<file path="src/verilog/csl_pkg.sv">
// ============================================================
// Purpose: shared constants and helpers for the camera serial link framer
// Assumes: one system clock clk_sys at 200 MHz
// Notes:   register indices are word indices, byte address is four times
package csl_pkg;
	// ============================================================
	// frame layout
	localparam int FRAME_W  = 28;            // bits per forward frame
	localparam int PAY_W    = 26;            // scrambled payload bits
	localparam int DATA_W   = 24;            // data field in payload
	localparam int PAR_BIT  = 26;            // parity position
	localparam int INV_BIT  = 27;            // dc-balance inversion flag
	localparam int CVAL_BIT = 25;            // control bit valid
	localparam int CDAT_BIT = 24;            // control data bit
	localparam int BAL_MAX  = 13;            // most ones sent uninverted
	localparam int NEED10   = 24;            // data bits per frame, 10-bit
	localparam int NEED12   = 21;            // data bits per frame, 12-bit
	localparam int PIXW10   = 12;            // pixel + syncs, 10-bit
	localparam int PIXW12   = 14;            // pixel + syncs, 12-bit
	localparam int GPIO_N   = 4;             // general-purpose lines
	localparam int CRC_W    = 4;             // back channel crc bits
	localparam logic [30:0] LFSR_SEED = 31'h2b5a_1c3d; // scrambler start
	// ============================================================
	// timing
	localparam int CLK_MHZ        = 200;     // clk_sys rate
	localparam int BACK_PERIOD_NS = 4000;    // back channel word spacing
	localparam int BACK_CYC       = BACK_PERIOD_NS * CLK_MHZ / 1000;
	localparam int PCLK_LOSS_NS   = 200;     // pixel clock lost after
	localparam int PCLK_LOSS_CYC  = PCLK_LOSS_NS * CLK_MHZ / 1000;
	localparam int OSC_FRAME_NS   = 40;      // internal oscillator frame
	localparam int OSC_FRAME_CYC  = OSC_FRAME_NS * CLK_MHZ / 1000;
	// ============================================================
	// registers (word index)
	localparam logic [3:0] REG_CTRL  = 4'h3; // edge, mode, ext osc
	localparam logic [3:0] REG_GPO   = 4'h4; // local value, remote select
	localparam logic [3:0] REG_STAT  = 4'h5; // pclk present, ext osc
	localparam logic [3:0] REG_CRC_A = 4'ha; // crc error count low
	localparam logic [3:0] REG_CRC_B = 4'hb; // crc error count high
	localparam logic [2:0] CTRL_RST  = 3'h1; // rising edge, 10-bit, pclk
	localparam logic [7:0] GPO_RST   = 8'h00;
	// ============================================================
	// crc over the four line levels, x^4 + x + 1
	function automatic logic [3:0] csl_crc4(input logic [3:0] d);
		logic [3:0] c;
		c = 4'hf;
		for (int i = 3; i >= 0; i--)
		begin
			c = {c[2:0], 1'b0} ^ ((c[3] ^ d[i]) ? 4'h3 : 4'h0);
		end
		return c;
	endfunction : csl_crc4
	// count of ones in a payload
	function automatic logic [4:0] csl_ones(input logic [PAY_W-1:0] d);
		logic [4:0] n;
		n = 5'h00;
		for (int i = 0; i < PAY_W; i++)
		begin
			n = n + {4'h0, d[i]};
		end
		return n;
	endfunction : csl_ones
endpackage : csl_pkg

</file>
<file path="src/verilog/csl_link_if.sv">
// ============================================================
// Purpose: forward frames and back channel words between the two ends
// Assumes: both ends on clk_sys
// Notes:   frame_video marks frames that carry pixels
`timescale 1ns/1ps
interface csl_link_if;
	logic [27:0] frame;        // forward frame
	logic        frame_valid;  // one-cycle frame strobe
	logic        frame_video;  // frame carries pixel data
	logic        line_high;    // line held static high
	logic [7:0]  bwd_word;     // {crc, line levels}
	logic        bwd_valid;    // one-cycle back word strobe
	modport link_transmitter (output frame, frame_valid, frame_video, line_high, input bwd_word, bwd_valid);
	modport des (input frame, frame_valid, frame_video, line_high, output bwd_word, bwd_valid);
endinterface : csl_link_if

</file>
<file path="src/verilog/csl_scrambler.sv">
// ============================================================
// Purpose: payload scrambling mask, stepped once per frame
// Assumes: both ends step on the same frames from the same reset
// Notes:   additive, so the same mask descrambles
`timescale 1ns/1ps
module csl_scrambler (
	input  wire logic                      clk_sys, // system clock
	input  wire logic                      rst,     // sync reset
	input  wire logic                      step,    // advance one frame
	output logic [csl_pkg::PAY_W-1:0]      mask     // current mask
);
	import csl_pkg::*;
	logic [30:0] lfsr_ff;
	// advance a full payload of bits, x^31 + x^28 + 1
	function automatic logic [30:0] csl_adv(input logic [30:0] s);
		logic [30:0] t;
		t = s;
		for (int i = 0; i < PAY_W; i++)
		begin
			t = {t[29:0], t[30] ^ t[27]};
		end
		return t;
	endfunction : csl_adv
	// ============================================================
	// state
	always_ff @(posedge clk_sys)
	begin
		if (rst)
			lfsr_ff <= LFSR_SEED;
		else if (step)
			lfsr_ff <= csl_adv(lfsr_ff);
	end
	assign mask = lfsr_ff[PAY_W-1:0];
endmodule : csl_scrambler

</file>
<file path="src/verilog/csl_serializer.sv">
// ============================================================
// Purpose: camera-side framer, packs pixels into 28-bit scrambled frames
// Assumes: pixel clock edges arrive as one-cycle pix_rise/pix_fall pulses
// Notes:   registers over Avalon-MM, one wait state on every access
// Contract
// - 12-bit mode takes 12 data plus 2 syncs
// - 10-bit mode takes 10 data plus 2 syncs
// - imager changes syncs at most once per 10
// - frame is 28 bits with data, control, parity
// - payload scrambled and dc balanced per mode
// - control bits ride every frame, both directions; back words here carry only line levels and crc
// - frame rate is pixel clock /2 or /1.5
// - 28 bits sent per frame clock
// - forward parity bit, back channel 4-bit crc
// - back channel crc errors counted, two registers
// - far end counts parity errors, clear on read
// - forwarded line arrives within 32 us
// - skew between links within 23 us
// - output may follow remote line level
// - output may follow local register bit
// - no serializer line forwarded to far end
// - ext osc mode: pin 3 in, pin 2 divided
// - ext osc mode: far pins 2,3 local only
// - forwarded lines supported up to 66 kHz
// - edge select picks rising or falling sample
// - power down holds line static high
// - pixel clock lost: run internal oscillator
`timescale 1ns/1ps
module csl_serializer (
	input  wire logic                        clk_sys,              // system clock
	input  wire logic                        rst,                  // sync reset
	input  wire logic [5:0]                  avs_address,          // byte address
	input  wire logic                        avs_read,             // read request
	input  wire logic                        avs_write,            // write request
	input  wire logic [31:0]                 avs_writedata,        // write data
	output logic [31:0]                      avs_readdata,         // read data
	output logic                             avs_waitrequest,      // stall
	input  wire logic [11:0]                 pixel_data,           // pixel bits
	input  wire logic                        horizontal_sync_in,   // line sync
	input  wire logic                        vertical_sync_in,     // frame sync
	input  wire logic                        pix_rise,             // pixel clock rise
	input  wire logic                        pix_fall,             // pixel clock fall
	input  wire logic                        power_down_n,         // low: power down
	input  wire logic                        ext_osc_clock_in,     // oscillator level
	input  wire logic [7:0]                  fwd_ctrl_byte,        // control byte
	input  wire logic                        fwd_ctrl_valid,       // byte offered
	output logic                             fwd_ctrl_ready,       // byte taken
	output logic [csl_pkg::GPIO_N-1:0]       general_output_pin,   // output levels
	output logic [csl_pkg::GPIO_N-1:0]       general_output_oe,    // output enables
	output logic                             divided_ref_clock_out,// imager reference
	csl_link_if.link_transmitter                          link                  // serial side
);
	import csl_pkg::*;
	logic [2:0]          ctrl_ff;      // [0] edge, [1] 12-bit, [2] ext osc
	logic [7:0]          gpo_ff;       // [3:0] local, [7:4] remote select
	logic [GPIO_N-1:0]   remote_ff;
	logic [15:0]         crc_err_ff;
	logic [41:0]         acc_ff, nxt_acc;
	logic [7:0]          pclk_age_ff, osc_cnt_ff, csh_ff;
	logic [5:0]          cnt_ff, nxt_cnt, need;
	logic [3:0]          cleft_ff, idx;
	logic [DATA_W-1:0]   data;
	logic [PAY_W-1:0]    payload, scr, mask;
	logic                ack_ff, osc_prev_ff, div_ff, take, bal;
	logic                pstb, vid_emit, idle_emit, emit, pclk_ok;
	wire  logic          mode12 = ctrl_ff[1];
	wire  logic          extosc = ctrl_ff[2];
	assign idx  = avs_address[5:2];
	assign take = (avs_read || avs_write) && avs_waitrequest && !ack_ff;
	// ============================================================
	// register bus
	// one wait state, request taken when waitrequest drops
	always_ff @(posedge clk_sys)
	begin
		ack_ff          <= rst ? 1'b0 : take;
		avs_waitrequest <= rst ? 1'b1 : !take;
	end
	// read data, unmapped reads zero
	always_ff @(posedge clk_sys)
	begin
		if (rst)
			avs_readdata <= 32'h0;
		else if (take && avs_read)
		begin
			if (idx == REG_CTRL)
				avs_readdata <= {29'h0, ctrl_ff};
			else if (idx == REG_GPO)
				avs_readdata <= {24'h0, gpo_ff};
			else if (idx == REG_STAT)
				avs_readdata <= {30'h0, extosc, pclk_ok};
			else if (idx == REG_CRC_A)
				avs_readdata <= {24'h0, crc_err_ff[7:0]};
			else if (idx == REG_CRC_B)
				avs_readdata <= {24'h0, crc_err_ff[15:8]};
			else
				avs_readdata <= 32'h0;
		end
	end
	// writes land on the edge where waitrequest is seen low
	always_ff @(posedge clk_sys)
	begin
		if (rst)
		begin
			ctrl_ff <= CTRL_RST;
			gpo_ff  <= GPO_RST;
		end
		else if (avs_write && !avs_waitrequest)
		begin
			if (idx == REG_CTRL)
				ctrl_ff <= avs_writedata[2:0];
			else if (idx == REG_GPO)
				gpo_ff <= avs_writedata[7:0];
		end
	end
	// ============================================================
	// pixel sampling and packing
	assign pstb = power_down_n && (ctrl_ff[0] ? pix_rise : pix_fall);
	assign need = mode12 ? 6'(NEED12) : 6'(NEED10);
	// append one pixel word, cut a frame when enough bits wait
	always_comb
	begin
		nxt_acc  = acc_ff;
		nxt_cnt  = cnt_ff;
		data     = '0;
		vid_emit = 1'b0;
		if (pstb)
		begin
			if (mode12)
				nxt_acc = acc_ff | (42'({vertical_sync_in, horizontal_sync_in,
					pixel_data}) << cnt_ff);
			else
				nxt_acc = acc_ff | (42'({vertical_sync_in, horizontal_sync_in,
					pixel_data[9:0]}) << cnt_ff);
			nxt_cnt = cnt_ff + (mode12 ? 6'(PIXW12) : 6'(PIXW10));
		end
		// 24 bits per frame: /2 in 10-bit, 21 bits: /1.5 in 12-bit
		if (nxt_cnt >= need)
		begin
			vid_emit = 1'b1;
			data     = mode12 ? {3'h0, nxt_acc[NEED12-1:0]} : nxt_acc[DATA_W-1:0];
			nxt_acc  = nxt_acc >> need;
			nxt_cnt  = nxt_cnt - need;
		end
	end
	always_ff @(posedge clk_sys)
	begin
		acc_ff <= (rst || !power_down_n) ? '0 : nxt_acc;
		cnt_ff <= (rst || !power_down_n) ? 6'h0 : nxt_cnt;
	end
	// ============================================================
	// pixel clock watch and internal oscillator frames
	assign pclk_ok   = pclk_age_ff < 8'(PCLK_LOSS_CYC);
	assign idle_emit = !pclk_ok && osc_cnt_ff == 8'(OSC_FRAME_CYC - 1);
	assign emit      = power_down_n && (vid_emit || idle_emit);
	always_ff @(posedge clk_sys)
	begin
		if (rst || pix_rise || pix_fall)
			pclk_age_ff <= 8'h0;
		else if (pclk_ok)
			pclk_age_ff <= pclk_age_ff + 8'h1;
	end
	always_ff @(posedge clk_sys)
	begin
		osc_cnt_ff <= (rst || pclk_ok || idle_emit) ? 8'h0 : osc_cnt_ff + 8'h1;
	end
	// ============================================================
	// forward control bits, one per frame
	always_ff @(posedge clk_sys)
	begin
		if (rst)
		begin
			csh_ff         <= 8'h0;
			cleft_ff       <= 4'h0;
			fwd_ctrl_ready <= 1'b1;
		end
		else if (fwd_ctrl_valid && fwd_ctrl_ready)
		begin
			csh_ff         <= fwd_ctrl_byte;
			cleft_ff       <= 4'h8;
			fwd_ctrl_ready <= 1'b0;
		end
		else if (emit && cleft_ff != 4'h0)
		begin
			csh_ff         <= {1'b0, csh_ff[7:1]};
			cleft_ff       <= cleft_ff - 4'h1;
			fwd_ctrl_ready <= cleft_ff == 4'h1;                  // free after last bit
		end
	end
	// ============================================================
	// frame build: scramble, balance, parity
	assign payload = {cleft_ff != 4'h0, csh_ff[0], data};
	assign scr     = payload ^ mask;
	assign bal     = csl_ones(scr) > 5'(BAL_MAX);
	csl_scrambler u_scr (
		.clk_sys (clk_sys),
		.rst     (rst),
		.step    (emit),
		.mask    (mask)
	);
	always_ff @(posedge clk_sys)
	begin
		if (rst)
		begin
			link.frame       <= '0;
			link.frame_valid <= 1'b0;
			link.frame_video <= 1'b0;
		end
		else
		begin
			link.frame_valid <= emit;
			if (emit)
			begin
				link.frame_video <= vid_emit;
				link.frame       <= {bal, ^payload, bal ? ~scr : scr};
			end
		end
	end
	always_ff @(posedge clk_sys)
	begin
		link.line_high <= rst || !power_down_n;
	end
	// ============================================================
	// back channel: crc check and remote levels
	always_ff @(posedge clk_sys)
	begin
		if (rst)
		begin
			crc_err_ff <= 16'h0;
			remote_ff  <= '0;
		end
		else if (link.bwd_valid)
		begin
			if (csl_crc4(link.bwd_word[3:0]) != link.bwd_word[7:4])
				crc_err_ff <= crc_err_ff + 16'h1;
			else
				remote_ff <= link.bwd_word[3:0];
		end
	end
	// ============================================================
	// outputs: local or remote, oscillator pins in ext osc mode
	always_ff @(posedge clk_sys)
	begin
		osc_prev_ff <= !rst && ext_osc_clock_in;
		if (rst)
			div_ff <= 1'b0;
		else if (extosc && ext_osc_clock_in && !osc_prev_ff)
			div_ff <= !div_ff;
	end
	always_ff @(posedge clk_sys)
	begin
		if (rst)
		begin
			general_output_pin    <= '0;
			general_output_oe     <= '0;
			divided_ref_clock_out <= 1'b0;
		end
		else
		begin
			for (int i = 0; i < GPIO_N; i++)
			begin
				general_output_pin[i] <= gpo_ff[4+i] ? remote_ff[i]
					: gpo_ff[i];
			end
			general_output_oe <= extosc ? 4'h7 : 4'hf;            // pin 3 input
			if (extosc)
				general_output_pin[2] <= div_ff;
			divided_ref_clock_out <= extosc && div_ff;
		end
	end
endmodule : csl_serializer

</file>
<file path="src/flat_wrapper.sv">
// flat-port wrapper written by rule: the top's interface ports become plain ports
module csl_serializer_flat import csl_pkg::*;
  (clk_sys, rst, avs_address, avs_read, avs_write, avs_writedata, avs_readdata, avs_waitrequest, pixel_data, horizontal_sync_in, vertical_sync_in, pix_rise, pix_fall, power_down_n, ext_osc_clock_in, fwd_ctrl_byte, fwd_ctrl_valid, fwd_ctrl_ready, general_output_pin, general_output_oe, divided_ref_clock_out, link_frame, link_frame_valid, link_frame_video, link_line_high, link_bwd_word, link_bwd_valid);
  csl_link_if link_i ();
  input  wire logic clk_sys;
  input  wire logic rst;
  input  wire logic [5:0] avs_address;
  input  wire logic avs_read;
  input  wire logic avs_write;
  input  wire logic [31:0] avs_writedata;
  output logic [31:0] avs_readdata;
  output logic avs_waitrequest;
  input  wire logic [11:0] pixel_data;
  input  wire logic horizontal_sync_in;
  input  wire logic vertical_sync_in;
  input  wire logic pix_rise;
  input  wire logic pix_fall;
  input  wire logic power_down_n;
  input  wire logic ext_osc_clock_in;
  input  wire logic [7:0] fwd_ctrl_byte;
  input  wire logic fwd_ctrl_valid;
  output logic fwd_ctrl_ready;
  output logic [csl_pkg::GPIO_N-1:0] general_output_pin;
  output logic [csl_pkg::GPIO_N-1:0] general_output_oe;
  output logic divided_ref_clock_out;
  output wire logic [$bits(link_i.frame)-1:0] link_frame;
  output wire logic [$bits(link_i.frame_valid)-1:0] link_frame_valid;
  output wire logic [$bits(link_i.frame_video)-1:0] link_frame_video;
  output wire logic [$bits(link_i.line_high)-1:0] link_line_high;
  input wire logic [$bits(link_i.bwd_word)-1:0] link_bwd_word;
  input wire logic [$bits(link_i.bwd_valid)-1:0] link_bwd_valid;
  assign link_frame = link_i.frame;
  assign link_frame_valid = link_i.frame_valid;
  assign link_frame_video = link_i.frame_video;
  assign link_line_high = link_i.line_high;
  assign link_i.bwd_word = link_bwd_word;
  assign link_i.bwd_valid = link_bwd_valid;
  csl_serializer u_core (.clk_sys(clk_sys), .rst(rst), .avs_address(avs_address), .avs_read(avs_read), .avs_write(avs_write), .avs_writedata(avs_writedata), .avs_readdata(avs_readdata), .avs_waitrequest(avs_waitrequest), .pixel_data(pixel_data), .horizontal_sync_in(horizontal_sync_in), .vertical_sync_in(vertical_sync_in), .pix_rise(pix_rise), .pix_fall(pix_fall), .power_down_n(power_down_n), .ext_osc_clock_in(ext_osc_clock_in), .fwd_ctrl_byte(fwd_ctrl_byte), .fwd_ctrl_valid(fwd_ctrl_valid), .fwd_ctrl_ready(fwd_ctrl_ready), .general_output_pin(general_output_pin), .general_output_oe(general_output_oe), .divided_ref_clock_out(divided_ref_clock_out), .link(link_i));
endmodule
</file>
<file path="config.mk">
export PLATFORM = sky130hd
export DESIGN_NAME = csl_serializer_flat
export DESIGN_NICKNAME = d
export VERILOG_FILES = /design/src/verilog/csl_pkg.sv /design/src/verilog/csl_link_if.sv /design/src/verilog/csl_scrambler.sv /design/src/verilog/csl_serializer.sv /design/src/flat_wrapper.sv
export SDC_FILE = /design/constraint.sdc
export NUM_CORES = 1
export LEC_CHECK = 0
export ABC_AREA = 1
export BUFFER_PORTS_ARGS = -buffer_cell sky130_fd_sc_hd__clkbuf_2
export CORE_ASPECT_RATIO = 1.1
export CORE_MARGIN = 3
export CORE_UTILIZATION = 48
export DETAILED_ROUTE_END_ITERATION = 8
export GPL_ROUTABILITY_DRIVEN = 0
export PLACE_DENSITY = 0.71
export SYNTH_ARGS = -nofsm -noshare
export SYNTH_HDL_FRONTEND = slang
export SYNTH_SLANG_ARGS = --single-unit
export TNS_END_PERCENT = 10
</file>
<file path="constraint.sdc">
create_clock -name clk_sys -period 8.15 [get_ports clk_sys]
set_input_delay 0 -clock clk_sys [delete_from_list [all_inputs] [get_ports clk_sys]]
set_output_delay 0 -clock clk_sys [all_outputs]
set_load 0.02 [all_outputs]
</file>
==> results of run 1 <==
[cell families (layout without fill, tap and decap cells)]
kind of cell               count (synthesis)  in the layout  synth area share
AOI/OAI and AO/OA                        302            302             0.156
xor gates and xnor gates                  75             75            0.0609
adders and majority gates                 36             36            0.0535
buffers and inverters                    273            368             0.109
DFF                                      189            189             0.341
other                                      1             24          0.000338
and+or+nand+nor                          715            715             0.279
[worst max-delay path: cells and delay by family, from the launching register on]
family	cells	cell delay, ns
AOI/OAI and AO/OA	4	0.54
xor gates and xnor gates	2	0.41
adders and majority gates	10	3.92
buffers and inverters	9	0.94
DFF	1	0.31
and+or+nand+nor	10	1.35
[power by group through the flow]
stage / Combinational, mW / Clock (mW) / Sequential (mW)
6_report: 0.512 / 0.830 / 0.961
5_1_grt: 0.576 / 0.878 / 0.963
4_1_cts: 0.504 / 0.839 / 0.960
3_5_place_dp: 0.487 / 0 / 0.982
3_3_place_gp: 0.472 / 0 / 0.981
2_1_floorplan: 0.371 / 0 / 0.989
[flip-flops by register name, indices dropped and copies added (netlist names), 4 cells and up]
register / flops
u_core.cnt_ff: 6
u_core.link.frame: 28
u_core.remote_ff: 4
u_core.cleft_ff: 4
u_core.acc_ff: 42
u_core.pclk_age_ff: 8
u_core.general_output_pin: 4
u_core.u_scr.lfsr_ff: 31
u_core.csh_ff: 8
u_core.avs_readdata: 8
u_core.gpo_ff: 8
u_core.crc_err_ff: 16
u_core.osc_cnt_ff: 8
[Yosys cell counts, drive strengths merged]
cell type and number:
a211oi 16, a21boi 2, a21oi 89, a221oi 5
a22oi 6, a2bb2oi 1, a311o 2, a311oi 2
a31oi 22, and2 1, and3 1, buf 59
clkbuf 27, clkinv 3, conb 1, dfxtp 189
fa 19, ha 17, inv 184, nand2 386
nand3 148, nand4 18, nor2 131, nor3 16
nor3b 6, nor4 4, o211a 1, o21a 2
o21ai 125, o21bai 3, o221ai 5, o22ai 19
o31ai 1, o41ai 1, or2 3, or3 1
xnor2 34, xor2 41
[final cells by class]
class | instances | area, µm² | share of cell area
clock inverter | 12 | 133 | 0.0105
timing repair buffer | 151 | 966 | 0.0768
clock buffer | 18 | 439 | 0.0349
tap | 295 | 369 | 0.0294
sequential | 189 | 3780 | 0.301
multi-input combinational | 1152 | 6180 | 0.492
inverter | 187 | 702 | 0.0558
[worst paths after layout]
kind	startpoint	slack [ns]	endpoint	cells after the start
worst min-delay path	avs_address[2]	0.06	u_core.avs_readdata[1]	4
worst min register to register	u_core.pclk_age_ff[7]	0.44	u_core.pclk_age_ff[7]	2
worst max register to register	u_core.cnt_ff[1]	0.51	u_core.link.frame[4]	35
worst max-delay path	u_core.cnt_ff[1]	0.51	u_core.link.frame[4]	35
[stage by stage]
| stage | area, µm² | instances |
|---|---|---|
| 5_1_grt | 12600 | 2004 |
| 3_5_place_dp | 11700 | 1940 |
| 4_1_cts | 12600 | 2004 |
| 3_3_place_gp | 11700 | 1940 |
| 2_1_floorplan | 11200 | 1614 |
| 6_report | 12600 | 2004 |
[metal layers]
layer | share of wire | track usage | up-vias
li1 | - | - | 5372
met1 | 0.44 | 0.318 | 4944
met2 | 0.47 | 0.389 | 403
met3 | 0.062 | 0.0385 | 63
met4 | 0.029 | 0.0812 | 0
met5 | 0 | 0 | -
[cell usage in the layout, fill, tap and decap left out, types with 3 or more instances in the layout]
cell and n:
inv_1 171, a31oi_1 22, conb_1 24, dfxtp_1 189
nor2_2 4, nor4_1 4, nor2_4 5, fa_1 19
o221ai_1 5, nand3_1 145, a211oi_1 16, xor2_1 40
inv_6 5, a221oi_1 5, a21oi_1 87, clkbuf_2 101
xnor2_1 34, nor3b_1 6, nand2_2 10, nand2_4 4
o22ai_1 19, nand4_1 18, dlygate4sd3_1 34, a22oi_1 6
inv_2 14, nor2_1 122, o21ai_1 4, nand2_1 372
nand3_2 3, or2_2 3, ha_1 17, buf_4 16
clkbuf_16 17, o21ai_0 121, nor3_1 16
[what timing repair did]
| item | in CTS | in global routing |
|---|---|---|
| resized for setup | 0 | 3 |
| hold buffers | 34 | 0 |
| endpoints found under the hold margin | 40 | 0 |
| setup endpoints to repair | 0 | 22 |
==> metrics.yaml, run 1 <==
run_status:
  outcome: "complete, no violations"
drt:
  drt-total-wl_um: 29600
  drc: 0
  drt-pass1-iter-count: 5
  ant_nets: 0
  vias: 10800
  drt_iter0_drc: 900
  vias_per_cell: 5.38
  wire_per_inst_um: 14.8
critical_path:
  cp-start-kind: "flop"
  critPathKind: "flop to flop"
  crit_slowest_cell: "fa_1"
  endpoint_kind: "flop"
  slowest_delay_ns: 0.57
  critPathRequiredTime_ns: 8.44
  worstPathMaxFanout: 15
  cp.arrival_ns: 7.93
yosys:
  synth-seq-cells: 189
  yosys.cell_types.count: 53
  yosysWarnings: 0
  syn_inst: 1591
  netlist_top_cells_area: "dfxtp_1 34%, nand2_1 13%, nand3_1 6.5%, inv_1 5.8%, o21ai_0 5.5%"
  syn_area_mm2: 0.0111
  synth_area_per_cell_um2: 6.97
  synth-seq-area-share: 0.341
  synth_top_area_cell: "dfxtp_1"
  synth.top_cell.area_share: 0.341
final_layout:
  fin_util: 0.562
  drive_gt1_frac: 0.114
  final_nets: 1812
  areaGrowthSynthToFinish_pct: 13.4
  diodes: 0
  fillers: 2186
cts:
  postCtsSetupBuffers: 0
  clockBufferDepth: 2
  clockRootBuffer: "clkbuf_16"
  cts_buffers: 17
  cts_max_level: 4
  clkLatencyLatePin_ns: 0.44
  cts.sinks: 189
  cts_tree: "yes"
  clk_pin_slew_ns: 0.08
grt:
  antenna_found_initial: 0
  grt_overflow: 0
  grt_use_total: 0.237
  grt_max_degree: 64
  grt_first_pass_wirelength_um: 48100
  grt_pass1_vias: 9931
power:
  total_power_mw: 2.30
  pwr-share-seq: 0.417
  switching_share: 0.320
  p_int_mw: 1.57
  p_clk_frac: 0.361
  peakVddDrop_mv: 0.144
  pwr-share-comb: 0.222
  p_sw_uw: 738
  powerDensity_mw_per_mm2: 183
  leakage_nw: 5.52
sta:
  fmax_ghz: 0.131
  setup_viol: 0
  setup_tns_ns: 0
  fin_crit_ns: 7.64
  skew_ns: 0.0150
  worst_hold_slack_ns: 0.0565
  tightest_slew_ns: 0.852
  final.setup.worst_slack_ns: 0.510
  slew_violations: 0
  max_slew_margin: 0.431
  hold_viol: 0
  rsz0062_at_grt: "no"
  fin_crit_sh: 0.937
die:
  fp.dieW_um: 151
  die_h_um: 165
  ios: 152
  core_mm2: 0.0224
  std_cell_rows: 57
  start_util: 0.495
  dieArea_mm2: 0.0250
place:
  dp.final_hpwl_um: 21700
  place_ws_ns: 0.412
  portBuffers: 101
run:
  maxCapViolCount: 0
min_path:
  worstHoldPathType: "primary input to flop"
Power figures use the tool's default switching activity.
==> run 2: changes to the inputs <==
==> constraint.sdc (replaced) <==
create_clock -name clk_sys -period 6.27 [get_ports clk_sys]
set_input_delay 1.254 -clock clk_sys [delete_from_list [all_inputs] [get_ports clk_sys]]
set_output_delay 1.254 -clock clk_sys [all_outputs]
set_load 0.02 [all_outputs]
==> metrics.yaml, run 2 (synthesized netlist as in run 1, its figures left out) <==
run_status:
  outcome: "finished, violations left"
  violations: "negative setup slack"
min_path:
  hold_depth: 2
  worstHoldPathType: "flop to flop"
  min-delay-start: "u_core.pclk_age_ff[7]"
  min_to: "u_core.pclk_age_ff[7]"
sta:
  max_slew_margin: 0.449
  rsz0062_at_grt: "yes"
  final.setup.worst_slack_ns: -0.933
  worst_hold_slack_ns: 0.429
  fin_crit_sh: 1.15
  setup_viol: 27
  slew_violations: 0
  tightest_slew_ns: 0.821
  setup_tns_ns: -22.98
  fmax_ghz: 0.139
  hold_viol: 0
  fin_crit_ns: 7.20
  skew_ns: 0.00941
power:
  total_power_mw: 3.26
  peakVddDrop_mv: 0.204
  powerDensity_mw_per_mm2: 239
  leakage_nw: 6.14
final_layout:
  final_nets: 1918
  largest_register: "u_core.acc_ff"
  top_regs: "u_core.acc_ff: 42 flops, u_core.u_scr.lfsr_ff: 31 flops, u_core.link.frame: 28 flops"
  areaGrowthSynthToFinish_pct: 22.8
  drive_gt1_frac: 0.204
  largest_reg_flops: 42
  layout_commonest_cell: "nand2_1"
  layout_common_cells: "364 x nand2_1, 189 x dfxtp_1, 169 x inv_1, 151 x buf_4, 145 x nand3_1"
  diodes: 0
drt:
  vias: 11300
  drt-pass1-iter-count: 6
  wire_per_inst_um: 15.4
  drt_iter0_drc: 1037
  drt-total-wl_um: 32400
  drc: 0
  ant_nets: 0
  vias_per_cell: 5.34
cts:
  cts.sinks: 189
  holdBufCountCts: 0
  clkLatencyLatePin_ns: 0.44
  clockBufferDepth: 2
  cts_buffers: 17
  cts_tree: "yes"
  clk_pin_slew_ns: 0.07
  clockRootBuffer: "clkbuf_16"
  cts_max_level: 4
critical_path:
  timing.rr.end: "u_core.link.frame[11]"
  cp-start-kind: "primary input"
  worst-path-buf-inv: 5
  reg2reg_depth: 31
  cp.arrival_ns: 7.57
  critical-path-top-delay-family: "adder cells"
  slowest_delay_ns: 0.52
  cp_common_cell: "nand2_4"
  worstPathMaxFanout: 8
  critPathRequiredTime_ns: 6.64
  r2r_start: "u_core.ctrl_ff[1]"
  critPathKind: "primary input to flop"
  crit_slowest_cell: "fa_1"
  ff2ff_setup_slack_ns: -0.67
  endpoint_kind: "flop"
die:
  ios: 152
  die_h_um: 165
  fp.dieW_um: 151
  core_mm2: 0.0224
  dieArea_mm2: 0.0250
  start_util: 0.495
  std_cell_rows: 57
grt:
  grt_overflow: 0
  grt_pass1_vias: 10600
  grt_first_pass_wirelength_um: 52400
  grt_use_total: 0.263
  antenna_found_initial: 0
  grt_max_degree: 64
run:
  maxCapViolCount: 0
place:
  portBuffers: 101
  dp.final_hpwl_um: 24500
  place_ws_ns: -1.70
## run 2: cell count changes in the layout (fill, tap and decap cells not counted), moves of 4 or more
cell           delta
buf_4           +135
xor2_2            +7
xor2_1            -7
o21ai_0           -7
nand2_1           -8
nand2_4           +7
o21ai_1           +6
a21oi_1           -4
dlygate4sd3_1    -34
nor2_4            +4
## run 2: where the power goes
group / switching [mW] / total, mW / internal (mW)
Clock: 0.520 / 1.08 / 0.562
Sequential: 0.0213 / 1.25 / 1.23
Combinational: 0.525 / 0.926 / 0.402
Total: 1.07 / 3.26 / 2.19
## run 2: timing repair
item                       CTS  global route
gates resized for setup     30            17
setup endpoints to repair   27            27
gates cloned                 2             0
pin swaps                    6             2
buffers inserted             6             5
## run 2: cell type report
class	instances	area [µm²]
Fill cell	2068	8790
Multi-Input combinational cell	1154	6460
Sequential cell	189	3780
Timing Repair Buffer	255	1710
Inverter	187	707
Clock buffer	17	425
Tap cell	295	369
Clock inverter	14	151
## run 2: worst register-to-register path, delay by kind of cell, from the launching register on
family	cells	cell delay [ns]
fa+ha+maj	10	3.93
flops	1	0.36
simple gates	9	1.14
buf+inv	6	0.54
xor+xnor	2	0.29
compound gates	4	0.58
## run 2: how the worst max path moves through the flow
stage	start	to	slack [ns]	depth (start not counted)
finish	pix_fall	u_core.link.frame[11]	-0.93	33
CTS	pix_fall	u_core.link.frame[8]	-0.86	33
global route	pix_fall	u_core.link.frame[11]	-1.22	32
detailed placement	pix_fall	u_core.link.frame[23]	-1.70	32
global placement	pix_fall	u_core.link.frame[20]	-1.60	32
floorplan	pix_fall	u_core.link.frame[10]	-1.39	36
## run 2: metal layers
layer,vias up,GRT usage,routed length [µm]
li1,5602,-,-
met1,5197,0.340,13700
met2,384,0.430,15200
met3,91,0.0480,2180
met4,0,0.114,1310
met5,-,0,0
## run 2: metrics by stage
step | utilization | area (µm²) | cells
2_1_floorplan | - | 11300 | 1614
3_3_place_gp | 0.568 | 12700 | 2067
3_5_place_dp | 0.568 | 12700 | 2067
4_1_cts | 0.602 | 13500 | 2106
5_1_grt | 0.608 | 13600 | 2111
6_report | 0.608 | 13600 | 2111
==> run 3: changes to the inputs <==
CAP_MARGIN = 20   (was default)
PLACE_DENSITY = default   (was 0.71)
PLACE_DENSITY_LB_ADDON = 0.15   (was default)
SYNTH_HIERARCHICAL = 1   (was default)
==> metrics.yaml, run 3 <==
run_status:
  outcome: "finished, violations left"
  violations: "negative setup slack"
critical_path:
  cp.arrival_ns: 7.97
  worstPathMaxFanout: 6
  critPathKind: "primary input to flop"
  timing.rr.end: "u_core/link.frame[2]"
  crit_slowest_cell: "fa_1"
  cp-start-kind: "primary input"
  critical_path.endpoint: "u_core/link.frame[2]"
  ff2ff_setup_slack_ns: -1.00
  slowest_delay_ns: 0.55
  cp-startpoint: "pix_fall"
  reg2reg_depth: 38
  endpoint_kind: "flop"
  critPathRequiredTime_ns: 6.60
  r2r_start: "u_core/ctrl_ff[1]"
drt:
  drt_iter0_drc: 962
  ant_nets: 0
  routed.top_layer: "met4"
  wl_met1_um: 14400
  drt-total-wl_um: 32700
  drt-pass1-iter-count: 6
  vias: 11500
  wl_met2_um: 15400
  dr_wl_met3_um: 1940
  wire_per_inst_um: 14.8
  vias_per_cell: 5.19
  drc: 0
yosys:
  synth-edff-count: 0
  synth-seq-area-share: 0.333
  synthArstFlopShare: 0
  synth_fa_ha_area_frac: 0.0538
  synth_top_area_cell: "dfxtp_1"
  synthMuxAreaShare: 0.000882
  synth_xor_area_frac: 0.0409
  synth-seq-cells: 189
  synth_top_family_by_area: "simple AND/OR/NAND/NOR gates"
  syn_inst: 1685
  netlist_top_cells_area: "dfxtp_1 33%, nand2_1 15%, inv_1 7.1%, nand3_1 6.0%, nor2_1 4.6%"
  synth_most_common_cell: "nand2_1"
  yosys_most_used_dff: "dfxtp_1"
  yosys.cell_types.count: 54
  synth.top_cell.area_share: 0.333
  syn_area_mm2: 0.0113
  synth_area_per_cell_um2: 6.74
  synth_simple_gate_area_frac: 0.292
  netlist_top_cells_count: "450 x nand2_1, 216 x inv_1, 189 x dfxtp_1"
  yosysWarnings: 6
  synth_compound_gate_area_share: 0.140
min_path:
  worstHoldPathType: "flop to flop"
sta:
  rsz0062_at_grt: "yes"
  fmax_ghz: 0.131
  hold_viol: 0
  setup_viol: 27
  skew_ns: 0.0157
  tightest_slew_ns: 0.916
  fin_crit_sh: 1.22
  setup_tns_ns: -35.60
  final.setup.worst_slack_ns: -1.38
  fin_crit_ns: 7.65
  max_slew_margin: 0.388
  slew_violations: 0
cts:
  holdBufCountCts: 0
  cts_max_level: 4
  cts.sinks: 189
  clk_pin_slew_ns: 0.08
  clockRootBuffer: "clkbuf_16"
  clkLatencyLatePin_ns: 0.43
  clockBufferDepth: 2
  cts_buffers: 17
  cts_tree: "yes"
final_layout:
  largest_reg_flops: 42
  final_cell_count_no_fill: 2211
  drive_gt1_frac: 0.204
  layout_common_cells: "439 x nand2_1, 211 x inv_1, 189 x dfxtp_1, 169 x buf_4"
  final_nets: 2014
  top_regs: "u_core/acc_ff: 42 flops, u_core/u_scr/lfsr_ff: 31 flops, u_core/link.frame: 28 flops"
  layout_commonest_cell: "nand2_1"
  diodes: 0
  fin_util: 0.606
  stdcell_area_mm2: 0.0140
  areaGrowthSynthToFinish_pct: 23.2
  largest_register: "u_core/acc_ff"
power:
  powerDensity_mw_per_mm2: 281
  peakVddDrop_mv: 0.361
  total_power_mw: 3.93
  leakage_nw: 6.76
die:
  fp.dieW_um: 153
  start_util: 0.492
  die_h_um: 167
  ios: 152
  std_cell_rows: 58
  core_mm2: 0.0231
  dieArea_mm2: 0.0255
grt:
  grt_overflow: 0
  grt_pass1_vias: 10800
  grt_max_degree: 82
  antenna_found_initial: 0
  grt_first_pass_wirelength_um: 53700
  grt_use_total: 0.254
place:
  dp.cells: 2160
  portBuffers: 101
  dp.final_hpwl_um: 25000
  dpl_cell_area_mm2: 0.0130
run:
  maxCapViolCount: 0
==> run 3: cell types whose count changed after synthesis, moves of 15 or more <==
| cell | delta |
|---|---|
| buf_4 | +23 |
| o21ai_0 | -43 |
| nand2_1 | +77 |
| xor2_1 | -19 |
| a31oi_1 | -15 |
| a21oi_1 | +16 |
| nor2_1 | +15 |
| inv_1 | +45 |
==> run 3: timing repair <==
| item | 4_1_cts | 5_1_grt |
|---|---|---|
| gates resized for setup | 38 | 23 |
| setup endpoints to repair | 27 | 27 |
| cloned | 4 | 0 |
| pin swaps | 25 | 13 |
| buffers inserted | 12 | 3 |
==> run 3: routing by layer <==
metal	track usage	vias up
met1	0.329	5295
li1	-	5765
met2	0.433	359
met4	0.0891	0
met3	0.0359	59
met5	0	-
==> run 3: worst min path at each step <==
stage | cells after the start | startpoint | slack [ns] | end
floorplan | 2 | u_core/pclk_age_ff[7] | 0.41 | u_core/pclk_age_ff[7]
global placement | 2 | u_core/pclk_age_ff[6] | 0.41 | u_core/pclk_age_ff[6]
detailed placement | 2 | u_core/pclk_age_ff[6] | 0.42 | u_core/pclk_age_ff[6]
CTS | 2 | u_core/pclk_age_ff[6] | 0.43 | u_core/pclk_age_ff[6]
global route | 2 | u_core/pclk_age_ff[6] | 0.45 | u_core/pclk_age_ff[6]
finish | 2 | u_core/pclk_age_ff[6] | 0.43 | u_core/pclk_age_ff[6]
==> run 3: report_power, final <==
group | total, mW | switching [mW] | leakage, nW | internal, mW
combinational | 1.64 | 0.926 | 4.96 | 0.716
clock | 1.05 | 0.519 | 0.268 | 0.526
sequential | 1.25 | 0.0197 | 1.53 | 1.23
total | 3.93 | 1.46 | 6.76 | 2.47
==> run 3: through the flow <==
step,hold WS [ns],worst slack [ns]
2_1_floorplan,0.408,-1.50
3_3_place_gp,0.415,-1.67
3_5_place_dp,0.420,-1.81
4_1_cts,0.432,-1.26
5_1_grt,0.451,-1.73
6_report,0.430,-1.38
==> run 3: cell families after synthesis <==
| logic type | after synthesis |
|---|---|
| xor gates and xnor gates | 53 |
| muxes | 1 |
| AOI/OAI and AO/OA | 270 |
| other | 1 |
| buffers and inverters | 341 |
| DFF | 189 |
| adders and majority gates | 38 |
| and+or+nand+nor | 792 |
==> run 3: area by class of cell <==
cell class / instances / area (µm²)
inverter: 230 / 886
clock inverter: 13 / 123
timing repair buffer: 279 / 1970
fill: 2146 / 9100
timing repair inverter: 3 / 38.8
multi-input combinational: 1178 / 6370
clock buffer: 19 / 433
tap: 300 / 375
sequential: 189 / 3780
==> run 3: critical path, delay by kind of cell <==
kind	cells	cell delay, ns
AOI/OAI and AO/OA	3	0.38
xor gates and xnor gates	2	0.29
adders and majority gates	9	3.95
buffers and inverters	12	0.91
and+or+nand+nor	14	1.18
